File: config.mk
export PLATFORM = sky130hd
export DESIGN_NAME = dtc_top
export DESIGN_NICKNAME = d
export VERILOG_FILES = /design/src/verilog/dtc_pkg.sv /design/src/verilog/dtc_cmp.sv /design/src/verilog/dtc_top.sv /design/src/verilog/dtc_trace.sv
export SDC_FILE = /design/constraint.sdc
export NUM_CORES = 1
export LEC_CHECK = 0
export ABC_AREA = 1
export BUFFER_PORTS_ARGS = -buffer_cell sky130_fd_sc_hd__buf_2
export CELL_PAD_IN_SITES_DETAIL_PLACEMENT = 1
export CELL_PAD_IN_SITES_GLOBAL_PLACEMENT = 1
export CORE_UTILIZATION = 29
export CTS_CLUSTER_SIZE = 24
export DETAILED_ROUTE_END_ITERATION = 16
export HOLD_SLACK_MARGIN = 0.03
export PLACE_DENSITY = 0.8
export SLEW_MARGIN = 20
export SYNTH_ARGS = -nofsm -noshare
export SYNTH_HDL_FRONTEND = slang
export SYNTH_SLANG_ARGS = --single-unit
export TNS_END_PERCENT = 20
File: constraint.sdc
create_clock -name clk -period 2.5 [get_ports clk]
set_clock_uncertainty 0.05 [all_clocks]
set_input_delay 0 -clock clk [delete_from_list [all_inputs] [get_ports clk]]
set_output_delay 0 -clock clk [all_outputs]
set_load 0.01 [all_outputs]
File: src/verilog/dtc_pkg.sv
// Function
// - The control register can be read and written at any time, whatever the armed state.
// - Bit 7 enables the debug module and cannot be set while the device is secured.
// - Writing bit 6 to one with bit 7 set in the same write arms the module and sets the armed flag; armed means compare and store.
// - The arm bit clears by itself when a debug run completes.
// - Writing zero to the arm bit or the enable bit stops a run at once.
// - Bit 5 picks the break type: zero gives force breaks, one gives tag breaks.
// - With breaks disabled the break type bit has no effect at all.
// - Bit 4 enables breaks; with it clear triggers may still store trace data but never break.
// - An end trace with breaks enabled breaks when the trigger condition is met.
// - A begin trace with breaks enabled breaks only when the trace store is full.
// - The trigger point selection has no influence on break timing.
// - Bit 2 decides whether bus direction takes part in the comparator A match.
// - With direction qualify on for A, bit 3 zero matches writes only and one reads only.
// - Bit 0 decides whether bus direction takes part in the comparator B match.
// - With direction qualify on for B, bit 1 zero matches writes only and one reads only.
package dtc_pkg;
   localparam logic [11:0] dtc_off_control = 12'h000;
   localparam logic [11:0] dtc_off_status = 12'h004;
   localparam logic [11:0] dtc_off_mask = 12'h008;
   localparam logic [11:0] dtc_off_trace = 12'h00C;
   localparam logic [11:0] dtc_off_cfg = 12'h010;
   localparam logic [7:0] dtc_control_reset = 8'h00;
   localparam int dtc_bit_enable = 7;
   localparam int dtc_bit_arm = 6;
   localparam int dtc_bit_tag = 5;
   localparam int dtc_bit_break_request_enable = 4;
   localparam int dtc_bit_rwa = 3;
   localparam int dtc_bit_cmp_a_direction_qualify = 2;
   localparam int dtc_bit_rwb = 1;
   localparam int dtc_bit_cmp_b_direction_qualify = 0;
   // trigger modes of the comparator pair
   typedef enum logic [1:0] {
      dtc_trig_a_only = 2'b00,
      dtc_trig_a_or_b = 2'b01,
      dtc_trig_a_and_b = 2'b10
   } dtc_trig_t;
   // cpu bus observation
   typedef struct packed {
      logic valid;
      logic read;
      logic [15:0] addr;
   } dtc_bus_t;
   // break request out to the cpu
   typedef struct packed {
      logic force_req;
      logic tag_req;
   } dtc_brk_t;
endpackage

File: src/verilog/dtc_cmp.sv
`timescale 1ns/1ns
module dtc_cmp (
   input wire logic clk,
   input wire logic sys_rst,
   input wire dtc_pkg::dtc_bus_t bus,
   input wire logic [15:0] value,
   input wire logic dir_qualify,
   input wire logic dir_value,
   output logic hit
);
   import dtc_pkg::*;
   typedef struct packed {
      logic hit;
   } dtc_cmp_state_t;
   dtc_cmp_state_t st;
   dtc_cmp_state_t next_st;
   // direction only counts when qualified; value one means read, zero write
   always_comb begin
      next_st = st;
      next_st.hit = bus.valid && (bus.addr == value) &&
         (!dir_qualify || (bus.read == dir_value));
   end
   always_ff @(posedge clk or posedge sys_rst) begin
      if (sys_rst) begin
         st <= '0;
      end else begin
         st <= next_st;
      end
   end
   assign hit = st.hit;
endmodule

File: src/verilog/dtc_top.sv
// Added by the designer: the placing of the registers and register access over APB.
`timescale 1ns/1ns
module dtc_top #(
   parameter int trace_depth = 8
) (
   input wire logic clk,
   input wire logic sys_rst,
   input wire logic psel,
   input wire logic penable,
   input wire logic pwrite,
   input wire logic [11:0] paddr,
   input wire logic [31:0] pwdata,
   output logic [31:0] prdata,
   output logic pready,
   output logic pslverr,
   input wire logic secure_in,
   input wire dtc_pkg::dtc_bus_t bus,
   input wire logic [15:0] cmp_a_value,
   input wire logic [15:0] cmp_b_value,
   output dtc_pkg::dtc_brk_t brk,
   output logic capture_store,
   output logic irq
);
   import dtc_pkg::*;
   typedef struct packed {
      logic sec_s1;
      logic sec_s2;
      logic [7:0] ctrl;
      logic capture_active_flag;
      logic [1:0] status;
      logic [1:0] mask;
      logic begin_trace;
      dtc_trig_t trig;
      logic trigger_point_select;
      logic triggered;
      logic bus_seen;
      logic [31:0] prdata;
      logic pready;
      logic pslverr;
      dtc_brk_t brk;
      logic store;
      logic irq;
   } dtc_state_t;
   dtc_state_t st;
   dtc_state_t next_st;
   logic hit_a;
   logic hit_b;
   logic trace_full;
   logic [7:0] trace_count;
   logic trace_clear;
   logic trig_now;
   logic run_done;
   logic setup;
   logic wr;
   logic rd;
   logic [7:0] wv;

   dtc_cmp u_cmp_a (
      .clk(clk),
      .sys_rst(sys_rst),
      .bus(bus),
      .value(cmp_a_value),
      .dir_qualify(st.ctrl[dtc_bit_cmp_a_direction_qualify]),
      .dir_value(st.ctrl[dtc_bit_rwa]),
      .hit(hit_a)
   );
   dtc_cmp u_cmp_b (
      .clk(clk),
      .sys_rst(sys_rst),
      .bus(bus),
      .value(cmp_b_value),
      .dir_qualify(st.ctrl[dtc_bit_cmp_b_direction_qualify]),
      .dir_value(st.ctrl[dtc_bit_rwb]),
      .hit(hit_b)
   );
   dtc_trace #(
      .depth(trace_depth)
   ) u_trace (
      .clk(clk),
      .sys_rst(sys_rst),
      .clear(trace_clear),
      .store(st.store),
      .full(trace_full),
      .count(trace_count)
   );

   // apb decode: zero wait state, each access answered in its access phase
   assign setup = psel && !penable;
   assign wr = psel && penable && pwrite;
   assign rd = psel && penable && !pwrite;
   assign wv = pwdata[7:0];
   // a fresh arm empties the trace store
   assign trace_clear = wr && paddr == dtc_off_control && wv[dtc_bit_arm];

   // trigger condition from the comparator pair
   always_comb begin
      case (st.trig)
         dtc_trig_a_only: trig_now = hit_a;
         dtc_trig_a_or_b: trig_now = hit_a || hit_b;
         dtc_trig_a_and_b: trig_now = hit_a && hit_b;
         default: trig_now = hit_a;
      endcase
   end

   // end trace finishes on the trigger, begin trace once the store fills
   assign run_done = st.ctrl[dtc_bit_arm] && st.ctrl[dtc_bit_enable] &&
      (st.begin_trace ? (st.triggered && trace_full) : trig_now);

   always_comb begin
      next_st = st;
      next_st.sec_s1 = secure_in;
      next_st.sec_s2 = st.sec_s1;
      next_st.pready = 1'b0;
      next_st.pslverr = 1'b0;
      next_st.brk = '0;
      next_st.store = 1'b0;
      // valid delayed one cycle so it lines up with the registered comparator hits
      next_st.bus_seen = bus.valid;
      // armed and enabled: watch and store trace
      if (st.ctrl[dtc_bit_arm] && st.ctrl[dtc_bit_enable]) begin
         if (trig_now) begin
            next_st.triggered = 1'b1;
         end
         // begin trace stores after the trigger, end trace stores up to it
         // only real accesses are stored, so idle cycles never fill the store
         next_st.store = st.bus_seen && (st.begin_trace ? (st.triggered || trig_now) : 1'b1);
      end
      // break on completion; trigger point select plays no part here
      if (run_done && st.ctrl[dtc_bit_break_request_enable]) begin
         next_st.brk.tag_req = st.ctrl[dtc_bit_tag];
         next_st.brk.force_req = !st.ctrl[dtc_bit_tag];
      end
      if (run_done) begin
         next_st.ctrl[dtc_bit_arm] = 1'b0;
         next_st.capture_active_flag = 1'b0;
         next_st.triggered = 1'b0;
      end
      // apb access, no gating by armed state
      if (setup) begin
         next_st.pready = 1'b1;
      end
      if (wr) begin
         case (paddr)
            dtc_off_control: begin
               next_st.ctrl = wv;
               // secured parts keep the module off
               if (st.sec_s2) begin
                  next_st.ctrl[dtc_bit_enable] = 1'b0;
               end
               if (wv[dtc_bit_arm]) begin
                  next_st.capture_active_flag = 1'b1;
                  next_st.triggered = 1'b0;
               end
               // zero to arm or enable ends the run now
               if (!wv[dtc_bit_arm] || !next_st.ctrl[dtc_bit_enable]) begin
                  next_st.ctrl[dtc_bit_arm] = 1'b0;
                  next_st.capture_active_flag = 1'b0;
                  next_st.triggered = 1'b0;
               end
            end
            dtc_off_mask: next_st.mask = wv[1:0];
            dtc_off_cfg: begin
               next_st.begin_trace = wv[0];
               next_st.trig = dtc_trig_t'(wv[2:1]);
               next_st.trigger_point_select = wv[3];
            end
            dtc_off_status: ;
            default: next_st.pslverr = 1'b0;
         endcase
      end
      // read of status clears it; a new event in that cycle wins
      if (rd && paddr == dtc_off_status) begin
         next_st.status = 2'b00;
      end
      if (run_done) begin
         next_st.status[0] = 1'b1;
      end
      if (st.ctrl[dtc_bit_arm] && st.ctrl[dtc_bit_enable] && trig_now) begin
         next_st.status[1] = 1'b1;
      end
      // read data latched in setup so it is stable through the access phase
      if (setup && !pwrite) begin
         case (paddr)
            dtc_off_control: next_st.prdata = {24'h000000, st.ctrl};
            dtc_off_status: next_st.prdata = {30'h00000000, st.status};
            dtc_off_mask: next_st.prdata = {30'h00000000, st.mask};
            dtc_off_trace: next_st.prdata = {23'h000000, st.capture_active_flag, trace_count};
            dtc_off_cfg: next_st.prdata = {28'h0000000, st.trigger_point_select,
               st.trig, st.begin_trace};
            default: next_st.prdata = 32'h00000000;
         endcase
      end
      next_st.irq = |(next_st.status & next_st.mask);
   end

   // reset clears the control register and everything else
   always_ff @(posedge clk or posedge sys_rst) begin
      if (sys_rst) begin
         st <= '0;
      end else begin
         st <= next_st;
      end
   end

   assign prdata = st.prdata;
   assign pready = st.pready;
   assign pslverr = st.pslverr;
   assign brk = st.brk;
   assign capture_store = st.store;
   assign irq = st.irq;
endmodule

File: src/verilog/dtc_trace.sv
`timescale 1ns/1ns
module dtc_trace #(
   parameter int depth = 8
) (
   input wire logic clk,
   input wire logic sys_rst,
   input wire logic clear,
   input wire logic store,
   output logic full,
   output logic [7:0] count
);
   import dtc_pkg::*;
   typedef struct packed {
      logic [7:0] count;
   } dtc_trace_state_t;
   dtc_trace_state_t st;
   dtc_trace_state_t next_st;
   localparam logic [7:0] depth_w = 8'(depth);
   // only the fill level is kept; stored words live outside this block
   always_comb begin
      next_st = st;
      if (clear) begin
         next_st.count = 8'h00;
      end else if (store && st.count != depth_w) begin
         next_st.count = st.count + 8'h01;
      end
   end
   always_ff @(posedge clk or posedge sys_rst) begin
      if (sys_rst) begin
         st <= '0;
      end else begin
         st <= next_st;
      end
   end
   assign full = (st.count == depth_w);
   assign count = st.count;
endmodule
== Word level (Yosys, flattened, before mapping) ==
Cells that the tools add are included.

* Add/sub/neg operators: 1
* $mul: 0
* Div/mod/pow operators: 0
* Magnitude comparators: 0
* Equal/unequal tests: 12
* Shifts and indexed selects: 0
* Muxes and demuxes: 31
* Bitwise operators: 1
* Reductions and logical operators: 37

{| class="wikitable"
|+ Operator list
! cell !! number
|-
| one-hot mux 9 bit (5 select lines) || 1
|-
| == test 16 bit || 2
|-
| two-way mux 8 bit || 4
|-
| == test 12 x 4 -> 1 bit (second input constant) || 2
|-
| logical AND 1 bit || 20
|-
| two-way mux 1 bit || 20
|-
| == test 12 x 3 -> 1 bit (second input constant) || 1
|-
| == test 12 x 5 -> 1 bit (second input constant) || 1
|-
| logical NOT 12 bit || 1
|-
| adder 8 x 1 -> 8 bit (second input constant) || 1
|-
| == test 8 x 4 -> 1 bit (second input constant) || 1
|-
| inequality test 8 x 4 -> 1 bit (second input constant) || 1
|-
| logical NOT 1 bit || 7
|-
| two-way mux 7 bit || 1
|-
| two-way mux 2 bit || 3
|-
| logical OR 1 bit || 5
|-
| two-way mux 4 bit || 1
|-
| AND reduction 2 bit || 2
|-
| bitwise AND 2 bit || 1
|-
| == test 1 bit || 2
|-
| == test 2 x 1 -> 1 bit (second input constant) || 1
|-
| == test 2 bit (second input constant) || 1
|-
| one-hot mux 1 bit (2 select lines) || 1
|-
| nonzero test 2 bit || 1
|-
| OR reduction 2 bit || 1
|}

* Register bits after elaboration: 68
* Latch bits: 0
* Bits in writable memories: 0
* Bits in read-only memories: 0
* Input port bits: 100
* Output and inout port bits: 38
* Logic and storage cells: 103
* Memories: 0

== Longest topological paths before layout ==
Gate-level depths: netlist of the first run.

* Depth in word-level cells: 11
* Mapped depth: 10
* Gate-level depth less buffers: 10

== Hierarchy ==
From an unflattened synthesis of the first run, not the netlist that was laid out.

* Cells, all modules: 494
* Area, all modules: 3343.2 um2

{| class="wikitable"
|+ Modules (own cells, without submodules)
! module !! times used !! cells each !! area each (um2) !! seq. area each (um2)
|-
| dtc_top || 1 || 254 || 2094.5 || 875.8
|-
| dtc_cmp || 2 || 82 || 364.1 || 25.0
|-
| dtc_trace || 1 || 76 || 520.5 || 200.2
|}

== Worst setup path before layout of the first run ==
Ideal clock, no wire load.

* Path type: register -> register
* Start: register st[41] in the netlist's numbering
* End: register st, in the netlist irq
* Library setup time: 0.116 ns
* Arrival time: 1.254 ns
* Data required time: 2.334 ns
* Setup slack: 1.079 ns
* Stages on the path, launching flop included: 9
* Buffers on the path: 0
* Clock period less this slack: 1.421 ns
* Cells stage by stage: dfrtp_1 > inv_1 > ha_1 > o21ai_0 > nand3_1 > nand3_2 > nand2_2 > nand2_1 > nand2_1

{| class="wikitable"
|+ RTL lines
! item !! RTL line !! source
|-
| start: declaration || dtc_top.sv:44 || <nowiki>dtc_state_t st;</nowiki>
|-
| start signal: assignment || dtc_top.sv:201 || <nowiki>st <= next_st;</nowiki>
|}

== Worst setup path after layout of the first run ==
* Start: register st[52] in the netlist's numbering
* End: register u_cmp_a.st (netlist: u_cmp_a.hit)

* Cells in the longest elaborated chain, start to end: 3

{| class="wikitable"
|+ RTL lines
! item !! RTL line !! source
|-
| == test 1 bit || dtc_cmp.sv:21 || <nowiki>(!dir_qualify || (bus.read == dir_value));</nowiki>
|-
| logical OR 1 bit || dtc_cmp.sv:21 ||
|-
| logical AND 1 bit || dtc_cmp.sv:20 || <nowiki>next_st.hit = bus.valid && (bus.addr == value) &&</nowiki>
|-
| named net u_cmp_a.next_st || dtc_cmp.sv:16 || <nowiki>dtc_cmp_state_t next_st;</nowiki>
|-
| end signal: assignment || dtc_cmp.sv:27 || <nowiki>st <= next_st;</nowiki>
|-
| end: declaration || dtc_cmp.sv:15 || <nowiki>dtc_cmp_state_t st;</nowiki>
|}

The timed path passes the listed nets, and every way through them passes these cells.
A chain may end at the register's enable or synchronous reset.

==> qor.txt, run 1 <==
status: finished, final reports clean
Synth Register Bits: 45
initial antenna violation count: 0
wire length of the first global-routing pass: 14,100 microns
# resized after CTS: 0
largest net degree at the start of global routing: 46
Leak: 2.08 nW
Yosys warnings: 0
element type at the critical path start: flip-flop
WHS: 70.7 ps
H-tree depth: 2
worst endpoint required time: 2700 ps
FMAX: 0.459 GHz
largest fanout on the critical path: 4
final WL: 8270 microns
row cnt: 37
fin crit share: 87.1%
top-area cell type share of the netlist area: 36.0%
asr flop ratio synth: 100%
HPWL Detailed: 6590 microns
die area: 11,200 sq um
Core Area: 10,400 sq um
Max Root-Sink Buffers: 2
Seq/Total Area, Yosys: 36.0%
Placement Setup Slack: 857 ps
First-pass DRT Iterations: 4
Setup CP Type: flip-flop to flip-flop
Slew Limit Fails: 0
crit path time final: 2180 ps
setup ws final: 323 ps
vias in the first global route: 3,128
Nets: 620
total track usage: 15.8%
Synth area leaders: dfrtp_1 (36%), nand2_1 (11%), buf_4 (8.4%), inv_1 (6.4%), nand3_1 (5.4%)
Clock Latency Late Sink: 300 ps
Vias/cell: 4.46
share of cells above drive strength 1: 26.5%
root buffer cell: clkbuf_8
ys flop type: dfrtp_1
Fin Setup TNS: 0 ps
antenna viol nets, final: 0
initial cell density of the core: 30.2%
Syn-to-layout area delta: 22.4%
syn_area_per_cell: 7.50 sq um
Die Span Y: 106 microns
unrepaired setup endpoints after global routing: false
Post-Syn Instances: 417
CP arrival: 2380 ps
total congestion overflow: 0
I/O Pins: 138
PwrDens: 403 nW/um^2
most common cell in the netlist: nand2_1
per-cell routed wire length: 12.7 microns
Placer Congestion: 0.815
DRC: 0
Slew HR: 61.7%
CTS Buf Count: 5
Post-Syn Area: 3130 sq um
PortBufs: 89
violation count after the first detailed-route iteration: 103
Setup-failing EPs final: 0
# fillers: 1,348
CTS tree: done
ant diodes: 0
vias post-DR: 2,911
max_cap viols: 0
Final Hold Violating Endpoints: 0
post-cts hold buffer count: 18
Hold Path Class: primary input to flip-flop
Synth cell types: 36
die width: 106 microns
clock slew at reported path FFs: 90 ps
Post-CTS Setup Bufs: 0
crit end category: flip-flop
Synth area leader: dfrtp_1
maximum vdd ir drop: 350 uV
Synth top cells by count: nand2_1 (92), inv_1 (53), dfrtp_1 (45)
CTS Sinks: 45
Worst-Margin Slew: 575 ps
number of synthesized flops with an enable pin: 0
## stage by stage
stage | power [mW] | instance area, sq um | std cells | utilization (%)
5_1_grt | 1.61 | 3830 | 653 | 36.9
2_1_floorplan | 0.908 | 3210 | 440 | -
4_1_cts | 1.56 | 3830 | 653 | 36.9
3_3_place_gp | 0.972 | 3540 | 627 | 34.1
3_5_place_dp | 0.979 | 3540 | 627 | 34.1
6_report | 1.54 | 3830 | 653 | 36.9
## routing by layer
layer  track usage [%]  vias up  part of all wire, %
met3              2.66        7                  4.6
met1              16.7     1355                   40
met4              4.46        0                  1.4
met2              31.7       95                   54
li1                  -     1454                    -
met5                 0        -                    0
## state kept, by name, summed over array words and instances, names as in the netlist
name,flops
u_cmp_b.hit,1
irq,1
pready,1
st,20
capture_store,1
u_trace.count,8
prdata,9
brk,2
next_st,1
u_cmp_a.hit,1
## worst max-delay path, stage by stage (launching register included)
cell	delay [ps]
dfrtp_1	440
nor2_1	120
nor2_1	50
nor3_1	150
nand3_1	90
dlygate4sd3_1	560
nor2_1	110
dlygate4sd3_1	540
## worst paths after layout
check | from | endpoint | slack (ps) | cells after the start
max in group asynchronous | sys_rst | prdata[7] | 1680 | 4
worst min-delay path | pwrite | st[46] | 70 | 5
worst min register to register | next_st[57] | st[57] | 300 | 0
worst max-delay path | st[52] | u_cmp_a.hit | 320 | 7
worst max register to register | st[52] | u_cmp_a.hit | 320 | 7
min in group asynchronous | sys_rst | st[54] | 320 | 4
## cell families (layout without fill, tap and decap cells)
logic type      Yosys count  count (layout)  synth area share [%]
simple gates            206             206                  31.7
fa+ha+maj                 4               4                  1.60
other cells               1              24                 0.120
flops                    45              45                  36.0
buf+inv                  98             175                  16.9
compound gates           44              44                  8.32
xor+xnor                 19              19                  5.32
## layout by cell type (no fill, tap or decap), types with 5 or more instances in the layout
cell	netlist	layout
clkbuf_8	0	5
nand4_1	8	8
xor2_1	14	14
nor3_1	7	7
nor2_2	7	7
o21ai_1	12	12
xnor2_1	5	5
o21ai_0	15	15
nand2_2	6	6
nor2_1	35	35
dlygate4sd3_1	0	18
dfrtp_1	45	45
inv_1	53	52
conb_1	1	24
buf_2	1	89
nand2_1	92	92
nand3_1	34	34
## area by class of cell
class / instances / area, sq um / area share [%]
inverter: 59 / 228 / 5.95
clock inverter: 3 / 43.8 / 1.14
clock buffer: 5 / 68.8 / 1.80
timing repair buffer: 108 / 633 / 16.5
tap: 136 / 170 / 4.44
sequential: 45 / 1130 / 29.4
multi-input combinational: 297 / 1560 / 40.7
## report_power, final
part / internal (mW) / switching [mW]
registers: 0.736 / 0.00345
clock network: 0.300 / 0.261
logic: 0.106 / 0.136
total: 1.14 / 0.401
Note: power is estimated with default switching activity, not from simulation.
==> run 2: changes to the inputs <==
--- a/config.mk
+++ b/config.mk
@@ -9,11 +9,11 @@
 export BUFFER_PORTS_ARGS = -buffer_cell sky130_fd_sc_hd__buf_2
 export CELL_PAD_IN_SITES_DETAIL_PLACEMENT = 1
 export CELL_PAD_IN_SITES_GLOBAL_PLACEMENT = 1
-export CORE_UTILIZATION = 29
+export CORE_UTILIZATION = 36
 export CTS_CLUSTER_SIZE = 24
 export DETAILED_ROUTE_END_ITERATION = 16
 export HOLD_SLACK_MARGIN = 0.03
-export PLACE_DENSITY = 0.8
+export PLACE_DENSITY = 0.95
 export SLEW_MARGIN = 20
 export SYNTH_ARGS = -nofsm -noshare
 export SYNTH_HDL_FRONTEND = slang
==> run 2 against run 1 <==
Cell area decreased by 1.3%. Register-to-register slack improved by 530 ps. Clock-buffer cell count up 1. Critical path depth up 1. Clock power grew 3%. Via count grew 3.1%. Sequential power hardly changed. Wire length increased by 5.4%. Total power rose by 1.3%.
==> qor.txt, run 2 (synthesis gave the netlist of run 1 again) <==
design area: 3780 sq um (-1.3%)
initial cell density of the core: 37.7% (+7.5 points)
Placer Congestion: 0.842 (+3.2%)
die area: 9070 sq um (-19%)
Nets: 618 (-0.32%)
Setup-failing EPs final: 0 (unchanged)
Leak: 2.07 nW (-0.42%)
max_cap viols: 0 (unchanged)
PortBufs: 89 (unchanged)
vias in the first global route: 3,188 (+1.9%)
switching power: 0.396 mW (-1.4%)
final WL: 8720 microns (+5.4%)
Sw Ratio: 25.3% (-0.71 points)
post-cts hold buffer count: 16 (-2)
power share of the sequential group: 47.3% (-0.6 points)
WHS: 35.1 ps (-35.6 ps)
ant diodes: 0 (unchanged)
status: finished, final reports clean
Die Span Y: 95.2 microns (-10%)
die width: 95.2 microns (-10%)
worst endpoint required time: 2650 ps (-50 ps)
most frequent cells in the layout: nand2_1 (92), buf_2 (89), inv_1 (52)
Slew Limit Fails: 0 (unchanged)
crit end category: flip-flop
Area after DPL: 3500 sq um (-1.1%)
CP arrival: 1800 ps (-580 ps)
total congestion overflow: 0 (unchanged)
Slew HR: 60.8% (-0.84 points)
Core Area: 8300 sq um (-20%)
Largest Register: st
Pint: 1.17 mW (+2.3%)
crit path time final: 1650 ps (-526 ps)
CTS tree: done
vias post-DR: 3,001 (+3.1%)
combinational fraction of design power: 15.8% (about the same)
PwrDens: 414 nW/um^2 (+2.7%)
fin crit share: 66.0% (-21 points)
# resized after CTS: 0 (unchanged)
antenna viol nets, final: 0 (unchanged)
CTS Sinks: 45 (unchanged)
HPWL Detailed: 7040 microns (+6.8%)
element type at the critical path start: flip-flop
share of cells above drive strength 1: 26.8% (+0.30 points)
Max Root-Sink Buffers: 2 (unchanged)
largest fanout on the critical path: 4 (unchanged)
Vias/cell: 4.84 (+8.6%)
I/O Pins: 138 (unchanged)
Hold Path Class: primary input to flip-flop
Worst-Margin Slew: 587 ps (+11.7 ps)
Post-CTS Setup Bufs: 0 (unchanged)
FMAX: 0.606 GHz (+32%)
max reg flops: 20 (unchanged)
# fillers: 1,084 (-20%)
total track usage: 20.6% (+4.8 points)
Final Hold Violating Endpoints: 0 (unchanged)
maximum vdd ir drop: 217 uV (-38%)
DRC: 0 (unchanged)
Fin Setup TNS: 0 ps (unchanged)
row cnt: 33 (-11%)
Clock Latency Late Sink: 300 ps (about the same)
unrepaired setup endpoints after global routing: false
H-tree depth: 2 (unchanged)
largest net degree at the start of global routing: 29 (-37%)
CTS Buf Count: 5 (unchanged)
clock network power share: 36.9% (+0.5 points)
wire length of the first global-routing pass: 14,300 microns (+1.3%)
initial antenna violation count: 0 (unchanged)
violation count after the first detailed-route iteration: 70 (-32%)
First-pass DRT Iterations: 4 (unchanged)
Setup CP Type: flip-flop to flip-flop
clock slew at reported path FFs: 80 ps (about the same)
commonest non-fill, non-tap cell in the layout: nand2_1
Syn-to-layout area delta: 20.8%
per-cell routed wire length: 14.1 microns (+11%)
root buffer cell: clkbuf_8
==> run 2: changes by cell type in the layout (fill, tap and decap cells not counted), sizes merged <==
| cell | delta |
|---|---|
| clkbuf | +1 |
| clkinvlp | +1 |
| clkinv | -2 |
| dlygate4sd3 | -2 |
==> run 2: layout make-up <==
class	instances	area, sq um	share of cell area [%]
well taps	105	131	3.48
repair buffers	106	613	16.2
clock buffers	6	82.6	2.19
multi-input cells	297	1560	41.3
flip-flops and latches	45	1130	29.8
inverters	59	228	6.03
clock inverters	2	37.5	0.994
==> run 2: path summary, 6_finish.rpt <==
| check | startpoint | end | slack, ps | depth (start not counted) |
|---|---|---|---|---|
| hold reg to reg | next_st[57] | st[57] | 300 | 0 |
| setup reg to reg | st[41] | irq | 850 | 8 |
| hold / removal | cmp_a_value[5] | u_cmp_a.hit | 40 | 5 |
| setup / recovery | st[41] | irq | 850 | 8 |
| min in group asynchronous | sys_rst | u_trace.count[2] | 250 | 3 |
| max in group asynchronous | sys_rst | st[42] | 1480 | 4 |
==> run 2: per-layer routing <==
layer,vias to the layer above,GRT usage (%),share of wire [%]
li1,1450,-,-
met1,1418,21.2,39
met2,109,39.8,53
met3,24,4.15,5.1
met4,0,8.84,3.5
met5,-,0,0
==> run 2: critical path: stages, from the launching register on <==
cell     delay, ps
dfrtp_1        440
inv_1           80
ha_1           300
o21ai_0        210
nand3_1        150
nand3_2        140
nand2_2         70
nand2_1         60
nand2_1         50
==> run 2: metrics by stage <==
| stage | setup WS (ps) | cells | power (mW) | utilization, % |
|---|---|---|---|---|
| floorplan | 1080 | 440 | 0.908 | - |
| global placement | 951 | 596 | 0.970 | 42.1 |
| detailed placement | 845 | 596 | 0.981 | 42.1 |
| CTS | 832 | 620 | 1.58 | 45.5 |
| global route | 670 | 620 | 1.63 | 45.5 |
| finish | 849 | 620 | 1.56 | 45.5 |
==> run 2: power groups by stage <==
| stage | Sequential, mW | Combinational, mW | Clock [mW] |
|---|---|---|---|
| 2_1_floorplan | 0.754 | 0.154 | 0 |
| 3_3_place_gp | 0.754 | 0.216 | 0 |
| 3_5_place_dp | 0.754 | 0.227 | 0 |
| 4_1_cts | 0.740 | 0.247 | 0.589 |
| 5_1_grt | 0.741 | 0.275 | 0.614 |
| 6_report | 0.740 | 0.247 | 0.577 |
